--- src/hdl/exec_pkg.sv ---
// Package of opcodes, widths, field layouts and carrier structs for the execute block
package exec_pkg;
   localparam int DataW = 8;
   localparam int AddrW = 6;
   localparam int PcW = 11;
   localparam int ImmW = 10;
   localparam int PageBit = 2;
   localparam int NibbleLimit = 9;
   localparam logic [3:0] NibbleFix = 4'h6;
   localparam logic [DataW-1:0] DataOne = 8'h01;
   localparam logic [DataW-1:0] DataZero = 8'h00;
   localparam logic [PcW-1:0] PcReset = 11'h000;
   localparam logic [DataW-1:0] AccReset = 8'h00;

   // Operations that this block executes
   typedef enum logic [2:0] {
      OP_NONE = 3'h0,
      OP_DECIMAL_ADJUST_AFTER_SUB = 3'h1,
      OP_DECREMENT_REG = 3'h2,
      OP_DECREMENT_SKIP_ZERO = 3'h3,
      OP_JUMP_ABSOLUTE = 3'h4,
      OP_INCREMENT_REG = 3'h5
   } op_t;

   // Execution phases: normal cycle, then a flush cycle for branches and skips
   typedef enum logic [0:0] {
      ST_RUN = 1'b0,
      ST_FLUSH = 1'b1
   } state_t;

   // One decoded instruction from the fetch stage
   typedef struct packed {
      logic valid;
      op_t op;
      logic [AddrW-1:0] regAddr;
      logic destReg;
      logic [ImmW-1:0] imm;
   } instr_t;

   // Write request toward the register file
   typedef struct packed {
      logic en;
      logic [AddrW-1:0] addr;
      logic [DataW-1:0] data;
   } reg_wr_t;

   // Status flag update request
   typedef struct packed {
      logic zeroEn;
      logic zero;
   } flag_upd_t;
endpackage

--- src/hdl/dec_inc_jump_execute.sv ---
// Execute stage for decimal adjust, decrement, skip, jump and increment
`timescale 1ns/10ps
// Function
// - Decimal adjust after sub converts the accumulator to packed decimal in one cycle, no flags.
// - Decrement reg subtracts one from register 0..63, routes by destination, updates zero.
// - Decrement skip zero subtracts one, routes by destination, and changes no flags.
// - A zero result of decrement skip zero discards the fetched next instruction as a nop.
// - Jump absolute loads the 10-bit immediate to bits 9..0 and page bit 2 to bit 10.
// - Jump absolute always takes two cycles because the fetched instruction is flushed.
// - Increment reg adds one to register 0..63, routes by destination, updates zero.
module dec_inc_jump_execute
   import exec_pkg::*;
#(
   parameter int DATA_W = 8
)
(
   // Clock and reset
   input wire logic clock,
   input wire logic sys_rst,
   // Decoded instruction and operands
   input wire exec_pkg::instr_t instr,
   input wire logic [exec_pkg::DataW-1:0] regData,
   input wire logic [exec_pkg::DataW-1:0] pageHighBuffer,
   input wire logic lowBorrow,
   input wire logic highBorrow,
   // Results
   output exec_pkg::reg_wr_t regWrite,
   output exec_pkg::flag_upd_t flagUpdate,
   output logic [exec_pkg::DataW-1:0] accumulator,
   output logic [exec_pkg::PcW-1:0] programCounter,
   output logic pcLoad,
   output logic flushCycle
);
   // The nibble logic serves only the core byte width
   if (DATA_W != DataW)
   begin
      $error("DATA_W must equal the core data width");
   end

   state_t state_r, state_nxt;
   logic [DataW-1:0] acc_r, acc_nxt;
   logic [PcW-1:0] pc_r, pc_nxt;
   logic pcLoad_r, pcLoad_nxt;
   reg_wr_t regWrite_r, regWrite_nxt;
   flag_upd_t flag_r, flag_nxt;
   logic [DataW-1:0] adjusted;
   logic [DataW-1:0] result;
   logic execNow;

   decimal_adjust_sub adjuster (
      .valueIn(acc_r),
      .lowBorrow(lowBorrow),
      .highBorrow(highBorrow),
      .valueOut(adjusted)
   );

   // A flush cycle executes the fetched instruction as a nop
   assign execNow = instr.valid && (state_r == ST_RUN);

   // Next-state and result computation
   always_comb
   begin
      state_nxt = ST_RUN;
      acc_nxt = acc_r;
      pc_nxt = pc_r;
      pcLoad_nxt = 1'b0;
      regWrite_nxt = '0;
      flag_nxt = '0;
      result = DataZero;
      if (execNow)
      begin
         case (instr.op)
            OP_DECIMAL_ADJUST_AFTER_SUB:
            begin
               acc_nxt = adjusted;
            end
            OP_DECREMENT_REG, OP_DECREMENT_SKIP_ZERO, OP_INCREMENT_REG:
            begin
               if (instr.op == OP_INCREMENT_REG)
               begin
                  result = regData + DataOne;
               end
               else
               begin
                  result = regData - DataOne;
               end
               if (instr.destReg)
               begin
                  regWrite_nxt = '{en: 1'b1, addr: instr.regAddr, data: result};
               end
               else
               begin
                  acc_nxt = result;
               end
               if (instr.op != OP_DECREMENT_SKIP_ZERO)
               begin
                  flag_nxt = '{zeroEn: 1'b1, zero: (result == DataZero)};
               end
               else if (result == DataZero)
               begin
                  state_nxt = ST_FLUSH;
               end
            end
            OP_JUMP_ABSOLUTE:
            begin
               pc_nxt = {pageHighBuffer[PageBit], instr.imm};
               pcLoad_nxt = 1'b1;
               state_nxt = ST_FLUSH;
            end
            default:
            begin
               state_nxt = ST_RUN;
            end
         endcase
      end
   end

   // Registers only
   always_ff @(posedge clock)
   begin
      if (sys_rst)
      begin
         state_r <= ST_RUN;
         acc_r <= AccReset;
         pc_r <= PcReset;
         pcLoad_r <= 1'b0;
         regWrite_r <= '0;
         flag_r <= '0;
      end
      else
      begin
         state_r <= state_nxt;
         acc_r <= acc_nxt;
         pc_r <= pc_nxt;
         pcLoad_r <= pcLoad_nxt;
         regWrite_r <= regWrite_nxt;
         flag_r <= flag_nxt;
      end
   end

   assign accumulator = acc_r;
   assign programCounter = pc_r;
   assign pcLoad = pcLoad_r;
   assign regWrite = regWrite_r;
   assign flagUpdate = flag_r;
   assign flushCycle = (state_r == ST_FLUSH);
endmodule

--- src/hdl/decimal_adjust_sub.sv ---
// Packed decimal correction of a byte after a subtraction
`timescale 1ns/10ps
module decimal_adjust_sub
   import exec_pkg::*;
(
   // Operand and borrows from the preceding subtraction
   input wire logic [exec_pkg::DataW-1:0] valueIn,
   input wire logic lowBorrow,
   input wire logic highBorrow,
   // Adjusted result
   output logic [exec_pkg::DataW-1:0] valueOut
);
   logic [3:0] lowNib;
   logic [3:0] highNib;

   always_comb
   begin
      lowNib = valueIn[3:0];
      highNib = valueIn[7:4];
      if (lowBorrow || (lowNib > 4'(NibbleLimit)))
      begin
         lowNib = lowNib - NibbleFix;
      end
      if (highBorrow || (highNib > 4'(NibbleLimit)))
      begin
         highNib = highNib - NibbleFix; // Wraps, as the borrow intends
      end
      valueOut = {highNib, lowNib};
   end
endmodule

--- config.mk ---
export PLATFORM = sky130hd
export DESIGN_NAME = dec_inc_jump_execute
export DESIGN_NICKNAME = d
export VERILOG_FILES = /design/src/hdl/exec_pkg.sv /design/src/hdl/dec_inc_jump_execute.sv /design/src/hdl/decimal_adjust_sub.sv
export SDC_FILE = /design/constraint.sdc
export NUM_CORES = 1
export LEC_CHECK = 0
export ABC_CLOCK_PERIOD_IN_PS = 2550
export BUFFER_PORTS_ARGS = -buffer_cell sky130_fd_sc_hd__buf_4
export CORE_MARGIN = 1.5
export CORE_UTILIZATION = 52
export CTS_CLUSTER_SIZE = 24
export DETAILED_ROUTE_END_ITERATION = 10
export PLACE_DENSITY = 0.85
export SETUP_SLACK_MARGIN = 0.2
export SYNTH_ARGS = -nofsm -noshare
export SYNTH_HDL_FRONTEND = slang
export SYNTH_HIERARCHICAL = 1
export SYNTH_SLANG_ARGS = --single-unit
--- constraint.sdc ---
create_clock -name clock -period 2.55 [get_ports clock]
set_input_delay 0 -clock clock [delete_from_list [all_inputs] [get_ports clock]]
set_output_delay 0 -clock clock [all_outputs]
set_load 0.01 [all_outputs]
==> summary.txt <==
Status
  • Outcome: completed

Power and ir drop
  • Sw Share: 28.5%
  • Int Pwr: 947 uW
  • Gate power share: 23.7%
  • LEAKAGE: 1.30 nW
  • Clock network power share: 28.7%
  • Final Power: 1.32 mW
  • Worst vdd ir: 0.000329 V
  • P per Cell Area: 476 nW/um^2
  • Sequential share of power: 47.6%
  • P_sw: 377 uW

Floorplanning
  • Chip width: 64.9 um
  • # rows: 22
  • Die area: 4210 um^2
  • Initial Utilization: 54.4%
  • Core area: 3660 um^2
  • IO Pins: 79
  • Die H: 64.9 um

Synth
  • Most used DFF post-synth: dfxtp_1
  • Ys async rst share: 0%
  • Synth Register Bits: 38
  • Number of synthesized flops with an enable pin: 0
  • Ys Warns: 6
  • Synth unique cells: 50
  • Mapped Cells: 207
  • Syn Std Cell Area: 1990 um^2
  • Post-synth top area share: 38.2%
  • Cell taking the most area after synthesis: dfxtp_1
  • Avg Cell Area, Syn: 9.62 um^2
  • Syn Nets: 259
  • Post-synthesis sequential area ratio: 38.2%
  • Synth area leaders: dfxtp_1 (38%), ha_1 (6.3%), mux2i_1 (5.5%)

Layout
  • Commonest non-fill, non-tap cell in the layout: buf_4
  • Fin nets: 346
  • N_diodes: 0
  • Fin util: 76.0%
  • Share of layout cells above drive strength 1: 32.7%
  • Area grow syn2layout: 39.8%
  • Commonest cells after routing, fill and taps aside: buf_4 (71), dfxtp_1 (38), nor2_1 (24)
  • Final std cells w/o fill: 342
  • Final instance area: 2780 um^2

Placement
  • # port buffers: 71
  • Worst slack, placed: 0.423 ns
  • Placed cell areas: 2520 um^2
  • GPL Wtd Cong: 0.776
  • Post-DP HPWL: 3290 um
  • Placed cells: 317

STA
  • Final Hold Vio Count: 0
  • Clock skew: 0.00396 ns
  • Fin Hold WS: 0.0488 ns
  • Final setup fails: 0
  • Fmax: 512 MHz
  • Final Max Slew Viols: 0
  • Worst Max-Slew Pin Slew: 0.621 ns
  • Final period utilization: 76.6%
  • RSZ-0062 raised after global routing: false
  • Max_slew headroom: 58.5%
  • Setup TNS: 0 ns
  • Post-route setup slack: 0.597 ns
  • Fin crit period: 1.95 ns

Routing
  • Final ANT Viol Nets: 0
  • Initial DRC count: 126
  • Met2 wire len: 2670 um
  • Overall routed net length: 5620 um
  • DR WL met3: 463 um
  • Vias per cell: 5.66
  • DR top layer: met4
  • DR DRC count: 0
  • Per-cell routed wire length: 16.4 um
  • DR pass1 iterations: 4
  • Via Count: 1937
  • Met1 wire length: 2310 um

Global route
  • Grt total ovfl: 0
  • First-pass GRT wire length: 8970 um
  • Gr usage total: 27.6%
  • Largest net degree at the start of global routing: 21
  • Vias in the first global route: 1823
  • Initial antenna violation count: 0

Clocking
  • CTS tree: done
  • Worst-Skew Late Latency: 0.29 ns
  • Clk slew on worst S/H paths: 0.07 ns
  • Num CTS Buffers: 5
  • Clk sinks: 38
  • Clock tree buffer depth: 2
  • Clock tree root driver cell: clkbuf_8
  • H-tree levels: 2

Critical path
  • WS Path Type: primary input to register
  • Setup crit start kind: primary input
  • Worst Path Arrival: 2.19 ns
  • Largest fanout on the critical path: 6
  • Crit end category: register
  • WP data required: 2.79 ns

Hold path
  • Tightest Hold Check Type: primary input to register

Flow run
  • Max-capacitance violation count: 0
-- area by class of cell --
| class | instances | area (um^2) |
|---|---|---|
| Multi-Input combinational cell | 155 | 1150 |
| Inverter | 5 | 18.8 |
| Clock inverter | 2 | 10.0 |
| Timing Repair Buffer | 89 | 713 |
| Fill cell | 244 | 877 |
| Clock buffer | 5 | 68.8 |
| Tap cell | 48 | 60.1 |
| Sequential cell | 38 | 761 |
-- cells in the mapped netlist (5+ instances only) --
| cell | count |
|---|---|
| nand2b_1 | 5 |
| nand2_1 | 10 |
| nor3b_1 | 7 |
| a21oi_1 | 12 |
| and2_1 | 12 |
| dfxtp_1 | 38 |
| nor3_1 | 5 |
| a211oi_1 | 7 |
| ha_1 | 10 |
| inv_1 | 5 |
| nor2_1 | 24 |
| mux2i_1 | 11 |
-- flip-flops by register name, summed over array words and instances, names as in the netlist --
| signal | cells |
|---|---|
| pcLoad | 1 |
| flushCycle | 1 |
| accumulator | 8 |
| programCounter | 11 |
| regWrite | 15 |
| flagUpdate | 2 |
-- power by group through the flow --
stage / clock [mW] / sequential, mW / combinational, mW
after floorplan: 0 / 0.649 / 0.174
after global placement: 0 / 0.642 / 0.274
after detailed placement: 0 / 0.643 / 0.280
after CTS: 0.376 / 0.630 / 0.306
after global routing: 0.419 / 0.633 / 0.342
final: 0.380 / 0.631 / 0.314
-- logic make-up (layout without fill, tap and decap cells) --
group	after synthesis	count (layout)	share of synthesized area [%]
buf+inv	14	101	3.90
compound gates	45	45	18.0
flops	38	38	38.2
simple gates	85	85	25.6
xor+xnor	2	2	0.880
mux	12	12	6.10
fa+ha+maj	11	11	7.29
-- layer usage --
metal / up-vias / global-route usage, %
met5: - / 0
met3: 18 / 7.29
met2: 104 / 46.8
met4: 0 / 11.4
li1: 918 / -
met1: 897 / 33.0
-- final timing paths --
check	from	endpoint	slack, ns	cells after the start
worst min register to register	programCounter[8]$_SDFFE_PP0P_	programCounter[8]$_SDFFE_PP0P_	0.52	2
worst max-delay path	regData[0]	flushCycle$_SDFF_PP0_	0.60	8
worst max register to register	flushCycle$_SDFF_PP0_	regWrite[8]$_SDFF_PP0_	0.87	5
worst min-delay path	sys_rst	programCounter[10]$_SDFFE_PP0P_	0.05	2
-- what timing repair did --
| item | in CTS | in global routing |
|---|---|---|
| setup buffers | 0 | 0 |
| gates resized for setup | 0 | 0 |
| hold buffers | 18 | 0 |
| endpoints found under the hold margin | 18 | 0 |
-- worst max-delay path, cell delays in order --
cell	delay [ns]
dlygate4sd3_1	0.53
buf_4	0.17
fa_1	0.47
xnor2_1	0.29
and2_1	0.19
o221ai_2	0.11
nor3_1	0.26
a31o_1	0.17
Power figures use the tool's default switching activity.
